===== src/inc/acc_defs.vh =====
// constants for the converter control block: module addresses, field
// positions, reset values and timing counts. definitions only.
// Summary of operation
// - registers decode at module addresses 00h to 09h as mapped below.
// - three result registers are read only, each holding its latest result.
// - reset clears all registers to 0000h, setup_b registers take 0070h.
// - command bits 11..8 select single-ended source; bits 15..12, 7..3 unused.
// - command bit 2 starts channel 1 conversion into chan1 result.
// - command bit 1 starts channel 2 conversion into chan2 result.
// - command bit 0 starts temperature conversion into temp result.
// - processor is held halted while any conversion runs.
// - finishing a conversion clears all three start bits, including the one that launched it.
// - channel 1 beats channel 2 beats temperature; only winner converts.
// - selector zero makes channel requests convert the differential pair.
// - temperature request with nonzero selector only clears its start bit and stores nothing.
// - nonzero selector converts chosen single-ended source into channel result.
// - access starts by control bit 15, bit 14 reads; bit 15 self-clears.
// - only low 8 address bits decode a register.
// - reads overwrite the data port, writes leave it unchanged.
`ifndef ACC_DEFS_VH
`define ACC_DEFS_VH
`define ACC_ADDR_CMD 8'h00
`define ACC_ADDR_RES1 8'h01
`define ACC_ADDR_C1A 8'h02
`define ACC_ADDR_C1B 8'h03
`define ACC_ADDR_RES2 8'h04
`define ACC_ADDR_C2A 8'h05
`define ACC_ADDR_C2B 8'h06
`define ACC_ADDR_REST 8'h07
`define ACC_ADDR_CTA 8'h08
`define ACC_ADDR_CTB 8'h09
`define ACC_RST_ZERO 16'h0000
`define ACC_RST_SETUP_B 16'h0070
`define ACC_CMD_MASK 16'h0f07
`define ACC_SETUP_A_MASK 16'hff7f
`define ACC_SETUP_B_MASK 16'h0073
`define ACC_SETUP_TB_MASK 16'h0070
`define ACC_BIT_CHAN1 2
`define ACC_BIT_CHAN2 1
`define ACC_BIT_TEMP 0
`define ACC_SEL_HI 11
`define ACC_SEL_LO 8
`define ACC_CTL_GO 15
`define ACC_CTL_RD 14
`define ACC_CONV_TIME_NS 2000
`define ACC_CLK_NS 40
`define ACC_CONV_CYC ((`ACC_CONV_TIME_NS + `ACC_CLK_NS - 1) / `ACC_CLK_NS)
`endif


===== src/hw/acc_result_mem.v =====
// four-word result store, read data registered.
// assumes one clock domain; single write and single read port.
`timescale 1ns/1ps
module acc_result_mem
(
    // clock and reset
    input wire clk_i,
    input wire rst_b_i,
    // write side
    input wire wr_en_i,
    input wire [1:0] wr_idx_i,
    input wire [15:0] wr_data_i,
    // read side
    input wire [1:0] rd_idx_i,
    output reg [15:0] rd_data_o
);
    reg [15:0] mem [0:3];
    integer k;

    // results clear at reset so reads are defined from the start
    always @(posedge clk_i)
    begin
        if (!rst_b_i)
        begin
            for (k = 0; k < 4; k = k + 1)
                mem[k] <= 16'h0000;
            rd_data_o <= 16'h0000;
        end
        else
        begin
            if (wr_en_i)
                mem[wr_idx_i] <= wr_data_i;
            rd_data_o <= mem[rd_idx_i];
        end
    end
endmodule


===== src/hw/acc_top.v =====
// converter control: module register file, start logic and cpu halt.
// assumes the cpu ports arrive from same-clock logic and the converter
// core returns its sample on conv_data_i with a single-cycle valid.
`timescale 1ns/1ps
`include "acc_defs.vh"
module acc_top
(
    // clock and reset
    input wire clk_i,
    input wire rst_b_i,
    // cpu module ports
    input wire [15:0] module_addr_port_i,
    input wire [15:0] module_ctl_port_i,
    input wire module_ctl_we_i,
    input wire [15:0] module_data_port_i,
    output reg [15:0] module_data_port_o,
    output reg module_data_load_o,
    output reg module_ctl_clear_o,
    // cpu halt
    output reg cpu_halt_o,
    // converter core
    output reg conv_start_o,
    output reg [1:0] conv_chan_o,
    output reg [3:0] conv_source_o,
    output reg [15:0] conv_setup_a_o,
    output reg [15:0] conv_setup_b_o,
    input wire conv_valid_i,
    input wire [15:0] conv_data_i
);
    localparam ST_IDLE = 2'd0;
    localparam ST_CONV = 2'd1;
    localparam ST_READ = 2'd2;
    localparam CH_1 = 2'd1;
    localparam CH_2 = 2'd2;
    localparam CH_T = 2'd3;

    reg [15:0] conversion_command;
    reg [15:0] chan1_setup_a;
    reg [15:0] chan1_setup_b;
    reg [15:0] chan2_setup_a;
    reg [15:0] chan2_setup_b;
    reg [15:0] temp_setup_a;
    reg [15:0] temp_setup_b;
    reg [1:0] state;
    reg [1:0] active_chan;
    reg [7:0] conv_cnt;
    reg [7:0] read_addr;
    reg [15:0] read_word;
    reg read_is_result;
    reg [1:0] res_idx;
    reg res_wr;
    reg [15:0] res_data;
    reg [1:0] next_chan;
    reg access_go;
    wire [15:0] res_rd_data;
    wire [3:0] source_select;
    wire start_chan1;
    wire start_chan2;
    wire start_temp;
    wire [7:0] ctl_addr;

    // result registers sit in the small store, index = channel code
    acc_result_mem u_res
    (
        .clk_i(clk_i),
        .rst_b_i(rst_b_i),
        .wr_en_i(res_wr),
        .wr_idx_i(res_idx),
        .wr_data_i(res_data),
        .rd_idx_i(next_res_idx(module_addr_port_i[7:0])),
        .rd_data_o(res_rd_data)
    );

    // maps a module address to its result slot, zero if none
    function [1:0] next_res_idx;
        input [7:0] a;
        begin
            if (a == `ACC_ADDR_RES1)
                next_res_idx = CH_1;
            else if (a == `ACC_ADDR_RES2)
                next_res_idx = CH_2;
            else if (a == `ACC_ADDR_REST)
                next_res_idx = CH_T;
            else
                next_res_idx = 2'd0;
        end
    endfunction

    assign ctl_addr = module_addr_port_i[7:0];
    assign source_select = conversion_command[`ACC_SEL_HI:`ACC_SEL_LO];
    assign start_chan1 = conversion_command[`ACC_BIT_CHAN1];
    assign start_chan2 = conversion_command[`ACC_BIT_CHAN2];
    assign start_temp = conversion_command[`ACC_BIT_TEMP];

    // priority pick of the pending request
    always @*
    begin
        next_chan = 2'd0;
        if (start_chan1)
            next_chan = CH_1;
        else if (start_chan2)
            next_chan = CH_2;
        else if (start_temp && source_select == 4'h0)
            next_chan = CH_T;
    end

    // an access is taken when the cpu writes control with the go bit set
    always @*
    begin
        access_go = module_ctl_we_i && module_ctl_port_i[`ACC_CTL_GO];
    end

    // non-result read mux; result words come from the store a cycle later
    always @*
    begin
        read_word = 16'h0000;
        if (read_addr == `ACC_ADDR_CMD)
            read_word = conversion_command;
        else if (read_addr == `ACC_ADDR_C1A)
            read_word = chan1_setup_a;
        else if (read_addr == `ACC_ADDR_C1B)
            read_word = chan1_setup_b;
        else if (read_addr == `ACC_ADDR_C2A)
            read_word = chan2_setup_a;
        else if (read_addr == `ACC_ADDR_C2B)
            read_word = chan2_setup_b;
        else if (read_addr == `ACC_ADDR_CTA)
            read_word = temp_setup_a;
        else if (read_addr == `ACC_ADDR_CTB)
            read_word = temp_setup_b;
        else if (read_is_result)
            read_word = res_rd_data;
    end

    // main sequencer: register access, conversion launch and completion
    always @(posedge clk_i)
    begin
        if (!rst_b_i)
        begin
            conversion_command <= `ACC_RST_ZERO;
            chan1_setup_a <= `ACC_RST_ZERO;
            chan1_setup_b <= `ACC_RST_SETUP_B;
            chan2_setup_a <= `ACC_RST_ZERO;
            chan2_setup_b <= `ACC_RST_SETUP_B;
            temp_setup_a <= `ACC_RST_ZERO;
            temp_setup_b <= `ACC_RST_SETUP_B;
            state <= ST_IDLE;
            active_chan <= 2'd0;
            conv_cnt <= 8'h00;
            read_addr <= 8'h00;
            read_is_result <= 1'b0;
            res_idx <= 2'd0;
            res_wr <= 1'b0;
            res_data <= 16'h0000;
            module_data_port_o <= 16'h0000;
            module_data_load_o <= 1'b0;
            module_ctl_clear_o <= 1'b0;
            cpu_halt_o <= 1'b0;
            conv_start_o <= 1'b0;
            conv_chan_o <= 2'd0;
            conv_source_o <= 4'h0;
            conv_setup_a_o <= 16'h0000;
            conv_setup_b_o <= 16'h0000;
        end
        else
        begin
            res_wr <= 1'b0;
            conv_start_o <= 1'b0;
            module_data_load_o <= 1'b0;
            module_ctl_clear_o <= 1'b0;
            case (state)
            ST_IDLE:
            begin
                if (access_go && module_ctl_port_i[`ACC_CTL_RD])
                begin
                    // read takes two cycles for the registered store
                    read_addr <= ctl_addr;
                    read_is_result <= (next_res_idx(ctl_addr) != 2'd0);
                    state <= ST_READ;
                end
                else if (access_go)
                begin
                    module_ctl_clear_o <= 1'b1;
                    // writes leave the data port as is
                    if (ctl_addr == `ACC_ADDR_CMD)
                        conversion_command <= module_data_port_i & `ACC_CMD_MASK;
                    else if (ctl_addr == `ACC_ADDR_C1A)
                        chan1_setup_a <= module_data_port_i & `ACC_SETUP_A_MASK;
                    else if (ctl_addr == `ACC_ADDR_C1B)
                        chan1_setup_b <= module_data_port_i & `ACC_SETUP_B_MASK;
                    else if (ctl_addr == `ACC_ADDR_C2A)
                        chan2_setup_a <= module_data_port_i & `ACC_SETUP_A_MASK;
                    else if (ctl_addr == `ACC_ADDR_C2B)
                        chan2_setup_b <= module_data_port_i & `ACC_SETUP_B_MASK;
                    else if (ctl_addr == `ACC_ADDR_CTA)
                        temp_setup_a <= module_data_port_i & `ACC_SETUP_A_MASK;
                    else if (ctl_addr == `ACC_ADDR_CTB)
                        temp_setup_b <= module_data_port_i & `ACC_SETUP_TB_MASK;
                end
                else if (next_chan != 2'd0)
                begin
                    // launch winner; halt holds the cpu until done
                    active_chan <= next_chan;
                    conv_chan_o <= next_chan;
                    conv_source_o <= source_select;
                    conv_start_o <= 1'b1;
                    cpu_halt_o <= 1'b1;
                    conv_cnt <= 8'h00;
                    state <= ST_CONV;
                    if (next_chan == CH_1)
                    begin
                        conv_setup_a_o <= chan1_setup_a;
                        conv_setup_b_o <= chan1_setup_b;
                    end
                    else if (next_chan == CH_2)
                    begin
                        conv_setup_a_o <= chan2_setup_a;
                        conv_setup_b_o <= chan2_setup_b;
                    end
                    else
                    begin
                        conv_setup_a_o <= temp_setup_a;
                        conv_setup_b_o <= temp_setup_b;
                    end
                end
                else if (start_temp)
                    conversion_command[`ACC_BIT_TEMP] <= 1'b0;
            end
            ST_CONV:
            begin
                // floor time guards against a core that answers too early
                if (conv_cnt < `ACC_CONV_CYC)
                    conv_cnt <= conv_cnt + 8'h01;
                else if (conv_valid_i)
                begin
                    // done: release halt and drop all three start bits together
                    res_wr <= 1'b1;
                    res_idx <= active_chan;
                    res_data <= conv_data_i;
                    cpu_halt_o <= 1'b0;
                    state <= ST_IDLE;
                    // a lower request still pending is dropped; only winner runs
                    conversion_command[`ACC_BIT_CHAN1] <= 1'b0;
                    conversion_command[`ACC_BIT_CHAN2] <= 1'b0;
                    conversion_command[`ACC_BIT_TEMP] <= 1'b0;
                end
            end
            ST_READ:
            begin
                module_data_port_o <= read_word;
                module_data_load_o <= 1'b1;
                module_ctl_clear_o <= 1'b1;
                state <= ST_IDLE;
            end
            default:
                state <= ST_IDLE;
            endcase
        end
    end
endmodule


===== config.mk =====
export PLATFORM = sky130hd
export DESIGN_NAME = acc_top
export DESIGN_NICKNAME = d
export VERILOG_FILES = /design/src/hw/acc_result_mem.v /design/src/hw/acc_top.v
export VERILOG_INCLUDE_DIRS = /design/src /design/src/inc
export SDC_FILE = /design/constraint.sdc
export NUM_CORES = 1
export LEC_CHECK = 0
export BUFFER_PORTS_ARGS = -buffer_cell sky130_fd_sc_hd__buf_2
export CAP_MARGIN = 20
export CORE_MARGIN = 5
export CORE_UTILIZATION = 40
export DETAILED_ROUTE_END_ITERATION = 6
export GPL_TIMING_DRIVEN = 0
export HOLD_SLACK_MARGIN = 0.1
export PLACE_DENSITY = 0.65
export SYNTH_ARGS = -nofsm -noshare
export SYNTH_HDL_FRONTEND = slang
export SYNTH_HIERARCHICAL = 1
export SYNTH_SLANG_ARGS = --single-unit

===== constraint.sdc =====
create_clock -name clk_i -period 2.8 [get_ports clk_i]
set_input_delay 0.14 -clock clk_i [delete_from_list [all_inputs] [get_ports clk_i]]
set_output_delay 0.14 -clock clk_i [all_outputs]
set_load 0.1 [all_outputs]

# Yosys cells after proc, flatten, opt, wreduce, memory -nomap -nowiden
# Memories as Yosys holds them, arrays and structs flattened. A register that Yosys moved wholly into a read port is not among the register bits.
# Cells that the tools add are included.
# Widths: inputs -> output; s select.
[op_classes] div=0 n_mul=0 addsub=1 eq_ne=31 shift=0 muxes=59 bitwise=12 n_reduce_logical=29 order_cmp=1
[op_table] cell="$mux 16" count=11
[op_table] cell="$eq 8x3->1 const B" count=6
[op_table] cell="$eq 8x2->1 const B" count=4
[op_table] cell="$eq 8x4->1 const B" count=4
[op_table] cell="$mux 2" count=16
[op_table] cell="$mux 8" count=4
[op_table] cell="$reduce_and 6->1" count=4
[op_table] cell="$mux 1" count=17
[op_table] cell="$logic_not 8->1" count=2
[op_table] cell="$ne 2x2->1 const B" count=8
[op_table] cell="$pmux 8 s2" count=1
[op_table] cell="$reduce_or 16->1" count=1
[op_table] cell="$mux 7" count=2
[op_table] cell="$mux 3" count=4
[op_table] cell="$ne 3x3->1 const B" count=4
[op_table] cell="$not 1->1" count=12
[op_table] cell="$reduce_and 4->1" count=3
[op_table] cell="$reduce_and 10->1" count=1
[op_table] cell="$reduce_and 5->1" count=2
[op_table] cell="$reduce_and 9->1" count=1
[op_table] cell="$add 8x1->8 const B" count=1
[op_table] cell="$eq 8x1->1 const B" count=1
[op_table] cell="$lt 8x6->1 const B" count=1
[op_table] cell="$reduce_and 8->1" count=1
[op_table] cell="other kinds (15)" count=22
[totals] in_bits=68 output_inout_bits=58 wordCells=159 latchBits=0 ram_bits=64 ff_bits=161 rom_bits=0 memories=1
[mem_list] memory="u_res.mem" depth=4 word_bits=16 read_ports=1 rd_ports_with_merged_regs=1 wr=4 line="acc_result_mem.v:17" text="reg [15:0] mem [0:3];"

# Longest topological paths before layout
# Gate-level depths: netlist (run 1).
[depth] ltp_word=10 ltp_mapped=8 mapped_depth_nobuf=5

# By module
# The synthesis (run 1) kept the hierarchy.
[modules_own_cells] module="acc_top" area_each_um2=6956.7 instances=1 cells_per_inst=834 seq_area_each_um2=2982.9
[modules_own_cells] module="acc_result_mem" area_each_um2=3241.9 instances=1 cells_per_inst=217 seq_area_each_um2=2242.2

# Worst setup path before layout (run 1)
# OpenSTA, ideal clock, no wires.
[synth_path] kind="reg2reg" start="reg res_wr" end="mem u_res.mem[2][0], enable pin" path_stages_with_launch=4 setup_ns=0.411 synth_period_minus_slack_ns=2.088 slack_ns=0.712 arrival_ns=1.676 required_ns=2.389 n_path_buf=1 cell_sequence="dfxtp_1 -> buf_4 -> nand2_1 -> o21ai_0"
[synth_lines] item="start, declared" line="acc_top.v:51" text="reg res_wr;"
[synth_lines] item="start signal, assigned" line="acc_top.v:153" text="res_wr <= 1'b0;"
[synth_lines] item="start signal, assigned" line="acc_top.v:167" text="res_wr <= 1'b0;"
[synth_lines] item="start signal, assigned" line="acc_top.v:237" text="res_wr <= 1'b1;"
[synth_lines] item="end, declared" line="acc_result_mem.v:17"

# Worst setup path in the final report (run 1)
[layout_path] start="reg conversion_command[8]" end="reg conv_setup_a_o[15]"
[layout_via] elab_chain_cells=8 word_cells_on_any_way=11 cone_classes="eq/ne: 2; mux: 5; reduce/logical: 4"
[layout_lines] item="start, declared" line="acc_top.v:37" text="reg [15:0] conversion_command;"
[layout_lines] item="start signal, assigned" line="acc_top.v:140" text="conversion_command <= `ACC_RST_ZERO;"
[layout_lines] item="start signal, assigned" line="acc_top.v:186" text="conversion_command <= module_data_port_i & `ACC_CMD_MASK;"
[layout_lines] item="$logic_not 4->1 *" line="acc_top.v:103" text="else if (start_temp && source_select == 4'h0)"
[layout_lines] item="$logic_and 1x1->1 *" line="acc_top.v:103"
[layout_lines] item="$mux 2 *" line="acc_top.v:103"
[layout_lines] item="$mux 2 *" line="acc_top.v:101" text="else if (start_chan2)"
[layout_lines] item="$mux 2 *" line="acc_top.v:99" text="if (start_chan1)"
[layout_lines] item="$eq 2x2->1" line="acc_top.v:215" text="else if (next_chan == CH_2)"
[layout_lines] item="$mux 16" line="acc_top.v:215"
[layout_lines] item="$mux 16" line="acc_top.v:210" text="if (next_chan == CH_1)"
[layout_lines] item="end signal, assigned" line="acc_top.v:212" text="conv_setup_a_o <= chan1_setup_a;"
[layout_lines] item="end signal, assigned" line="acc_top.v:217" text="conv_setup_a_o <= chan2_setup_a;"
[layout_lines] item="end signal, assigned" line="acc_top.v:222" text="conv_setup_a_o <= temp_setup_a;"
[layout_lines] item="end, declared" line="acc_top.v:25" text="output reg [15:0] conv_setup_a_o,"
# Every way passes the cells marked *; elsewhere a longest branch is shown, timed or not.
# A chain may end at the register's enable or synchronous reset.

==> results.md, run 1 <==
- Status: completed
- First drt pass iteration count: 5
- Slew headroom: 0.210
- Worst-Margin Slew: 1.17 ns
- DRC viols: 0
- P&R area growth vs syn: 21.3%
- Fin crit share: 0.937
- Initial antenna violation count: 1
- Die area: 0.0288 mm^2
- Initial core utilization: 0.406
- Tightest Hold Check Type: input port to flop
- I/O Pins: 126
- Sw Share: 0.231
- GRT overflow: 0
- Achievable Freq: 381 MHz
- Hold Vio Cnt, Final: 0
- Met2 WL post-DR: 14100 um
- Post_cts resized: 0
- Final RePlAce weighted congestion: 0.919
- Startpoint Class: flop
- Cts hold-fix bufs: 42
- Final HPWL DP: 21700 um
- Final nets: 1287
- Fin crit period: 2.62 ns
- Slowest CP cell: clkbuf_1
- RSZ-0062 raised after global routing: false
- Port-buffer cells: 87
- Maximum clock path buffer count: 3
- Multi-input gate area in the final layout: 0.00454 mm^2
- Combinational Power Share: 0.071
- Most common flop cell mapped by yosys: dfxtp_1
- Seq/Total Area, Yosys: 0.512
- Max cap viols: 0
- Share of layout cells above drive strength 1: 0.146
- Met1 wire length: 12800 um
- Largest net degree at the start of global routing: 17
- Post-Syn Area: 0.0102 mm^2
- Post-synth EDFFs: 64
- Commonest cells after routing, fill and taps aside: dfxtp_1, nand2_1, mux2i_1
- Synth area leader: dfxtp_1
- Post-route cell area: 0.0124 mm^2
- H-tree Lvls: 1
- CORE AREA: 0.0251 mm^2
- Sw power: 1710 uW
- WP data required: 3.25 ns
- DR top layer: met4
- Critical-path cell list: nor4_1 -> a211o_1 -> and2_1 -> clkbuf_1 -> clkbuf_1 -> nand2_1 -> a21oi_1
- Worst endpoint data arrival time: 3.07 ns
- FF-to-FF Start: conversion_command[8]
- Seq. cell area: 0.00523 mm^2
- Library cells used by synthesis: 65
- CP max stage delay: 0.54 ns
- Async set-reset flop share out of synthesis: 0
- Reg2reg setup slack: 0.18 ns
- Met3 WL: 2180 um
- CTS clk-pin slew, worst paths: 0.06 ns
- # rows: 58
- Power per cell area: 600 mW/mm^2
- Number of synthesized register bits: 229
- Top cells by area, synth: dfxtp_1, edfxtp_1, mux2i_1
- Vias in the first global route: 8061
- Fin. max-slew vios: 0
- DIE WIDTH: 170 um
- Clk_lat worst skew: 0.52 ns
- Root Driver: clkbuf_16
- Commonest non-fill, non-tap cell in the layout: dfxtp_1
- Routed Antenna Nets: 0
- Endpoint type of the worst setup path: flop
- Die height: 170 um
- Yosys warns: 6
- Setup bufs post-CTS: 0
- Flop pwr share: 0.471
- Wirelength per Cell: 18.9 um
- Clock power share: 0.458
- Clock Skew: 0.0158 ns
- Yosys top cell area share: 0.324
- Setup-failing EPs final: 0
- Launch point of the worst path: conversion_command[8]
- CTS buffer count: 25
- Fill count: 2427
- HP Start: module_ctl_port_i[14]
- Gr usage total: 0.201
- Vias: 8422
- P_int: 5710 uW
- Most frequent CP cell: clkbuf_1
- Pwr Total: 7420 uW
- Final WL: 29500 um
- Max VDD drop: 0.363 mV
- CP max FO: 10
- First DRT Iteration DRCs: 715
- Gate Count Post-Synth: 1051
- Syn Area/Cell: 9.70 um^2
- Setup CP Type: flop to flop
- Leakage: 0.00461 uW
- Clock Sinks: 229
- Placed cell area: 0.0111 mm^2
- First-pass GRT wire length: 46000 um
- Via-per-instance ratio: 5.38
- CTS tree: done
[cells in the mapped netlist (17+ instances only)]
master,n
a21oi_1,75
and2_1,54
and3_1,18
buf_4,18
clkbuf_1,46
dfxtp_1,165
edfxtp_1,64
mux2i_1,114
nand2_1,140
nand3_1,17
nor2_1,84
o21ai_0,45
o22ai_1,18
[state kept, by name, indices dropped and copies added (netlist names), 5 cells and up]
signal	cells
conversion_command	7
chan1_setup_a	15
conv_setup_b_o	5
module_data_port_o	16
temp_setup_a	15
u_res/rd_data_o	16
conv_cnt	8
read_addr	8
chan2_setup_a	15
chan2_setup_b	5
conv_setup_a_o	15
u_res/mem	64
chan1_setup_b	5
res_data	16
[stage by stage]
stage                     TNS (ns)   util  instances  setup slack (ns)  hold slack (ns)
after floorplan                  0      -       1062             0.712            0.264
after global placement       -1.50  0.442       1479           -0.0944            0.374
after detailed placement         0  0.442       1479             0.167            0.381
after CTS                        0  0.493       1565             0.149            0.174
final                            0  0.493       1566             0.175            0.186
after global routing             0  0.493       1566            0.0494            0.243
[path summary, 6_finish.rpt]
path,to,cells after the start
worst max-delay path,conv_setup_a_o[15],7
worst min-delay path,conversion_command[0],3
worst max register to register,conv_setup_a_o[15],7
worst min register to register,conv_setup_a_o[2],2
[critical path: cells and delay by family, from the launching register on]
kind	cells	cell delay, ns
and+or+nand+nor	3	0.82
buffers and inverters	2	0.95
AOI/OAI and AO/OA	2	0.43
DFF	1	0.36
[area by class of cell]
type,instances,area share
plain buffers,86,0.0358
repair buffers,129,0.0692
clock buffers,34,0.0583
multi-input cells,738,0.367
diodes,1,0.000202
inverters,9,0.00273
clock inverters,10,0.0109
flip-flops and latches,229,0.422
well taps,330,0.0334
[cells by family after synthesis]
group	after synthesis	synth area share
AOI/OAI and AO/OA	212	0.129
DFF	229	0.512
xor gates and xnor gates	2	0.00172
other	1	0.000368
adders and majority gates	1	0.00123
muxes	115	0.113
and+or+nand+nor	396	0.196
buffers and inverters	95	0.0467
[per-layer routing]
layer	vias to the layer above	GRT usage
met5	-	0
met3	41	0.0356
li1	4067	-
met4	0	0.0469
met1	3997	0.272
met2	317	0.335
[power groups by stage]
stage / Sequential, uW / Clock [uW] / Combinational (uW)
2_1_floorplan: 3600 / 0 / 290
3_3_place_gp: 3570 / 0 / 471
3_5_place_dp: 3570 / 0 / 473
4_1_cts: 3500 / 3450 / 521
5_1_grt: 3500 / 3590 / 563
6_report: 3500 / 3400 / 526
No activity file was read; power rests on OpenSTA's default activity.
==> run 2: changes to the inputs <==
--- a/config.mk
+++ b/config.mk
@@ -6,6 +6,7 @@
 export SDC_FILE = /design/constraint.sdc
 export NUM_CORES = 1
 export LEC_CHECK = 0
+export ABC_AREA = 1
 export BUFFER_PORTS_ARGS = -buffer_cell sky130_fd_sc_hd__buf_2
 export CAP_MARGIN = 20
 export CORE_MARGIN = 5
@@ -13,7 +14,7 @@
 export DETAILED_ROUTE_END_ITERATION = 6
 export GPL_TIMING_DRIVEN = 0
 export HOLD_SLACK_MARGIN = 0.1
-export PLACE_DENSITY = 0.65
+export PLACE_DENSITY = 0.64
 export SYNTH_ARGS = -nofsm -noshare
 export SYNTH_HDL_FRONTEND = slang
 export SYNTH_HIERARCHICAL = 1
==> results.md, run 2 <==
- Status: completed
- Synth area leader: dfxtp_1
- Gr usage total: 0.202 (+0.00106)
- Achievable Freq: 447 MHz (+17%)
- Multiplexer share of the synthesized area: 0 (-0.113)
- Worst-Margin Slew: 0.740 ns (-0.433 ns)
- Worst endpoint data arrival time: 2.71 ns (-0.36 ns)
- WP data required: 3.27 ns (+0.02 ns)
- Slew headroom: 0.507 (+0.296)
- Library cells used by synthesis: 39 (-40%)
- Final RePlAce weighted congestion: 0.916 (-0.35%)
- Max VDD drop: 0.632 mV (+74%)
- Vias: 9730 (+16%)
- Initial antenna violation count: 0 (-1)
- Async set-reset flop share out of synthesis: 0 (unchanged)
- Synth cell count leaders: nand2_1, inv_1, nor2_1
- Fin crit share: 0.799 (-0.139)
- Number of synthesized register bits: 229 (unchanged)
- # rows: 59 (+1.7%)
- Antenna diodes: 0 (-1)
- Wirelength per Cell: 15.7 um (-17%)
- Largest net degree at the start of global routing: 17 (unchanged)
- Commonest cells after routing, fill and taps aside: nand2_1, inv_1, nor2_1
- Post_cts resized: 0 (unchanged)
- Die height: 173 um (+1.9%)
- Maximum clock path buffer count: 3 (unchanged)
- Cell count of the worst hold path: 3 (unchanged)
- Grt met1 use: 0.283 (+0.0105)
- Leakage: 0.00585 uW (+27%)
- I/O Pins: 126 (unchanged)
- Worst r2r path cells: 9 (+2)
- Power per cell area: 805 mW/mm^2 (+34%)
- Hold Vio Cnt, Final: 0 (unchanged)
- RSZ-0062 raised after global routing: false
- Adder-Cell Fraction of Synth Area: 0.00118 (-0.0000484)
- Xor/xnor share of the synthesized area: 0.000825 (-0.000893)
- M2 GR Usage: 0.325 (-0.0104)
- Flop pwr share: 0.368 (-0.103)
- Fin. max-slew vios: 0 (unchanged)
- Sw power: 3980 uW (+130%)
- Top reg by flops: u_res/mem
- Via-per-instance ratio: 4.94 (-8.2%)
- CP max FO: 10 (unchanged)
- Root Driver: clkbuf_16
- CTS buffer count: 26 (+4.0%)
- Yosys warns: 6 (unchanged)
- Vias in the first global route: 9316 (+16%)
- First-pass GRT wire length: 49300 um (+7.3%)
- GRT overflow: 0 (unchanged)
- DIE WIDTH: 173 um (+1.9%)
- Post-synthesis simple-gate area fraction: 0.242 (+0.0461)
- Routed Antenna Nets: 0 (unchanged)
- Setup bufs post-CTS: 0 (unchanged)
- First drt pass iteration count: 5 (unchanged)
- Final WL: 30900 um (+4.6%)
- Sw Share: 0.384 (+0.153)
- Post-synth EDFFs: 64 (unchanged)
- Pwr Total: 10400 uW (+40%)
- Die area: 0.0299 mm^2 (+3.9%)
- Max cap viols: 0 (unchanged)
- Clock Skew: 0.0167 ns (+0.000889 ns)
- Combinational Power Share: 0.291 (+0.220)
- Post-Route Setup TNS: 0 ns (unchanged)
- Fin crit period: 2.24 ns (-0.388 ns)
- Top cells by area, synth: dfxtp_1, edfxtp_1, nand2_1
- P_int: 6390 uW (+12%)
- Syn Area/Cell: 7.35 um^2 (-24%)
- DRC viols: 0 (unchanged)
- Gate Count Post-Synth: 1444 (+37%)
- Clock Sinks: 229 (unchanged)
- Flip-flop count of the largest register after layout: 64 (unchanged)
- H-tree Lvls: 1 (unchanged)
- Most frequent cell after synthesis: nand2_1
- Post-Syn Area: 0.0106 mm^2 (+4.1%)
- First DRT Iteration DRCs: 830 (+16%)
- Port-buffer cells: 90 (+3.4%)
- Clk_lat worst skew: 0.54 ns (+0.02 ns)
- Commonest non-fill, non-tap cell in the layout: nand2_1
- Tightest Hold Check Type: input port to flop
- Final nets: 1686 (+31%)
- Seq/Total Area, Yosys: 0.492 (-0.0202)
- Busiest grt layer: met2
- Initial core utilization: 0.406 (about the same)
- CTS clk-pin slew, worst paths: 0.06 ns (about the same)
- Setup CP Type: flop to flop
- Cts hold-fix bufs: 43 (+2.4%)
- Share of layout cells above drive strength 1: 0.125 (-0.0211)
- P&R area growth vs syn: 21.4% (about the same)
- CTS tree: done
- Most common flop cell mapped by yosys: dfxtp_1
- Main combinational cell family by area after synthesis: simple AND/OR/NAND/NOR gates
- CORE AREA: 0.0261 mm^2 (+4.1%)
- Clock power share: 0.341 (-0.117)
- Startpoint Class: flop
- Yosys top cell area share: 0.311 (-0.0128)
- Endpoint type of the worst setup path: flop
- Compound-Gate Fraction of Synth Area: 0.140 (+0.0115)
- Final HPWL DP: 23200 um (+6.6%)
- Setup-failing EPs final: 0 (unchanged)
- Met3 Use GR: 0.0430 (+0.00737)
[run 2: cell count changes after synthesis, moves of 13 or more]
cell / previous run / this run
o22ai_1: 18 / 1
nor3_1: 12 / 28
o21ai_0: 45 / 97
and2_1: 54 / 0
nor2_1: 84 / 175
nand2b_1: 15 / 0
inv_1: 9 / 229
nand2_1: 140 / 321
nand3_1: 17 / 59
a221oi_1: 13 / 0
a21oi_1: 75 / 141
and3_1: 18 / 1
mux2i_1: 114 / 0
[run 2: layout make-up]
type                            count  area [um^2]
Timing Repair Buffer              134          888
Multi-Input combinational cell    910         4130
Inverter                          234          878
Sequential cell                   229         5230
Tap cell                          335          419
Fill cell                        2587        13200
Clock inverter                      5         78.8
Buffer                             82          430
Clock buffer                       42          840
[run 2: power groups by stage]
stage | clock network, uW | logic, uW | registers (uW)
after CTS | 3610 | 3000 | 3820
after global routing | 3750 | 3220 | 3850
final | 3540 | 3020 | 3810
after floorplan | 0 | 1030 | 5150
after detailed placement | 0 | 2940 | 3890
after global placement | 0 | 2920 | 3880
[run 2: cell families (layout without fill, tap and decap cells)]
kind of cell | count (synthesis) | after routing
AO/OA/AOI/OAI | 280 | 280
XOR/XNOR | 1 | 1
adder cells (fa/ha/maj) | 1 | 1
buffers and inverters | 316 | 497
flip-flops | 229 | 229
other | 1 | 12
AND/OR/NAND/NOR | 616 | 616
[run 2: per-layer routing]
layer | vias to the layer above | routed length [um]
met5 | - | 0
met4 | 0 | 607
met3 | 44 | 2520
met2 | 370 | 13900
met1 | 4422 | 13900
li1 | 4894 | -
[run 2: worst max-delay path: stages (launching register included)]
cell and delay [ns]:
dfxtp_1 0.31, inv_1 0.07, nand2_1 0.05, nor2_1 0.46, nand3_1 0.44, clkinv_1 0.36, a21oi_1 0.07, nand2_1 0.19
nand2_1 0.10, a21oi_1 0.12
[run 2: metrics by stage]
step	hold WS [ns]	area [um^2]	worst slack (ns)	cells	utilization
after floorplan	0.268	10700	0.596	1455	-
after global placement	0.416	11500	0.181	1880	0.441
after detailed placement	0.425	11500	0.512	1881	0.441
after CTS	0.116	12900	0.652	1971	0.493
after global routing	0.152	12900	0.453	1971	0.493
final	0.121	12900	0.563	1971	0.493
[run 2: path summary, 6_finish.rpt]
check	slack, ns	end	start
setup reg to reg	0.56	module_data_port_o[11]	read_addr[5]
hold / removal	0.12	u_res/rd_data_o[12]	rst_b_i
hold reg to reg	0.44	res_data[13]	res_data[13]
setup / recovery	0.56	module_data_port_o[11]	read_addr[5]
==> run 3: changes to the inputs <==
==> constraint.sdc (replaced) <==
create_clock -name clk_i -period 2.3 [get_ports clk_i]
set_input_delay 0.115 -clock clk_i [delete_from_list [all_inputs] [get_ports clk_i]]
set_output_delay 0.115 -clock clk_i [all_outputs]
set_load 0.1 [all_outputs]
==> results.md, run 3 (synthesized netlist as in run 2, its figures left out) <==
- Commonest cells after routing, fill and taps aside: nand2_1, inv_1, nor2_1
- Port-buffer cells: 90 (unchanged)
- Initial antenna violation count: 0 (unchanged)
- Hold Vio Cnt, Final: 0 (unchanged)
- Clk_lat worst skew: 0.55 ns (about the same)
- Largest net degree at the start of global routing: 17 (unchanged)
- DRC viols: 0 (unchanged)
- Leakage: 0.00587 uW (+0.36%)
- Startpoint Class: flop
- Grt met1 use: 0.283 (+0.000552)
- Gr usage total: 0.202 (about the same)
- Worst r2r path cells: 11 (+2)
- CTS tree: done
- Power per cell area: 980 mW/mm^2 (+22%)
- Root Driver: clkbuf_16
- Final WS setup: 0.196 ns (-0.367 ns)
- Fill count: 2580 (-0.27%)
- Die height: 173 um (unchanged)
- Pwr Total: 12700 uW (+22%)
- Flip-flop count of the largest register after layout: 64 (unchanged)
- Fin Hold WS: 0.138 ns (+0.0161 ns)
- Worst-Margin Slew: 0.724 ns (-0.0162 ns)
- DP Worst Slack: 0.0366 ns (-0.475 ns)
- Setup-failing EPs final: 0 (unchanged)
- Final nets: 1688 (+0.12%)
- Tightest Hold Check Type: input port to flop
- Vias: 9700 (-0.31%)
- H-tree Lvls: 1 (unchanged)
- Final WL: 30900 um (about the same)
- Vias in the first global route: 9324 (+0.086%)
- HP Start: module_ctl_we_i
- First drt pass iteration count: 5 (unchanged)
- GRT overflow: 0 (unchanged)
- M2 GR Usage: 0.325 (unchanged)
- Fin. max-slew vios: 0 (unchanged)
- CP max stage delay: 0.39 ns (-0.07 ns)
- Initial core utilization: 0.406 (unchanged)
- WP data required: 2.69 ns (-0.58 ns)
- Fin crit share: 0.915 (+0.116)
- Most frequent CP cell: nand2_1
- FF-to-FF Start: read_addr[4]
- Top reg by flops: u_res/mem
- Maximum clock path buffer count: 3 (unchanged)
- First-pass GRT wire length: 49400 um (about the same)
- CP max FO: 10 (unchanged)
- Worst endpoint data arrival time: 2.50 ns (-0.21 ns)
- Post-route cell area: 0.0129 mm^2 (+0.36%)
- Met3 Use GR: 0.0430 (unchanged)
- Final HPWL DP: 23200 um (unchanged)
- Routed Antenna Nets: 0 (unchanged)
- Placed cell area: 0.0115 mm^2 (unchanged)
- Setup CP Type: flop to flop
- Antenna diodes: 0 (unchanged)
- Setup bufs post-CTS: 0 (unchanged)
- Status: completed
- Endpoint type of the worst setup path: flop
- # rows: 59 (unchanged)
- I/O Pins: 126 (unchanged)
- Critical-path cell list: nor2_1 -> nand2_1 -> nor2_1 -> nor2_1 -> buf_2 -> nand3_1 -> nand2_1 -> nand2_1 -> nand2_1 -> nand2_1 -> a21oi_1
- Clock Skew: 0.0179 ns (+0.00123 ns)
- Max VDD drop: 0.772 mV (+22%)
- Clock Sinks: 229 (unchanged)
- CORE AREA: 0.0261 mm^2 (unchanged)
- P&R area growth vs syn: 21.8%
- Wirelength per Cell: 15.7 um (-0.20%)
- Via-per-instance ratio: 4.92 (-0.41%)
- Busiest grt layer: met2
- CTS clk-pin slew, worst paths: 0.06 ns (about the same)
- Slowest CP cell: nor2_1
- Final RePlAce weighted congestion: 0.916 (unchanged)
- Slew headroom: 0.516 (+0.00966)
- Launch point of the worst path: read_addr[4]
- Max cap viols: 0 (unchanged)
- Fin crit period: 2.10 ns (-0.133 ns)
- Reg2reg setup slack: 0.20 ns (-0.37 ns)
- Reg-to-Reg End: module_data_port_o[8]
- Critical Path Sink: module_data_port_o[8]
- Share of layout cells above drive strength 1: 0.128 (+0.00290)
- RSZ-0062 raised after global routing: false
- Commonest non-fill, non-tap cell in the layout: nand2_1
- Achievable Freq: 475 MHz (+6.3%)
- Die area: 0.0299 mm^2 (unchanged)
- CTS buffer count: 26 (unchanged)
- First DRT Iteration DRCs: 820 (-1.2%)
- DIE WIDTH: 173 um (unchanged)
run 3: changes by cell type in the layout (fill, tap and decap cells not counted), sizes merged:
cell	before	now
buf	136	134
dlygate4sd3	43	46
clkbuf	79	80
run 3: worst min path at each step:
stage                                       end  cells past startpoint
after global routing      conversion_command[0]                      7
after CTS                 conversion_command[0]                      7
after floorplan               chan1_setup_a[12]                      2
after detailed placement      chan1_setup_a[14]                      3
final                     conversion_command[0]                      7
after global placement              res_data[4]                      3
run 3: cell type report:
type,count,area [um^2],area share
clock buffer,42,840,0.0649
tap,335,419,0.0324
clock inverter,5,78.8,0.00610
sequential,229,5230,0.404
buffer,81,437,0.0338
multi-input combinational,910,4140,0.320
timing repair buffer,137,918,0.0710
inverter,234,878,0.0679
run 3: critical path, delay by kind of cell (launching register included):
family	cells	cell delay [ns]
and+or+nand+nor	9	1.35
AOI/OAI and AO/OA	1	0.07
buffers and inverters	1	0.21
DFF	1	0.31
run 3: what timing repair did:
action / in CTS / in global routing
endpoints found under the hold margin: 92 / 0
hold buffers: 46 / 0
gates resized for setup: 0 / 11
endpoints found under the setup margin: 0 / 42
run 3: layer usage:
layer | part of all wire | vias to the layer above
li1 | - | 4896
met1 | 0.45 | 4421
met2 | 0.45 | 336
met3 | 0.078 | 47
met4 | 0.020 | 0
met5 | 0 | -
run 3: through the flow:
stage | TNS [ns] | instances | utilization
after floorplan | 0 | 1455 | -
after global placement | -5.10 | 1880 | 0.441
after global routing | 0 | 1973 | 0.495
final | 0 | 1973 | 0.495
after CTS | 0 | 1974 | 0.494
after detailed placement | 0 | 1881 | 0.441
run 3: power by group:
group | internal, uW | switching, uW | total [uW]
sequential | 4470 | 173 | 4640
clock | 2620 | 1700 | 4320
combinational | 715 | 2990 | 3700
total | 7810 | 4860 | 12700
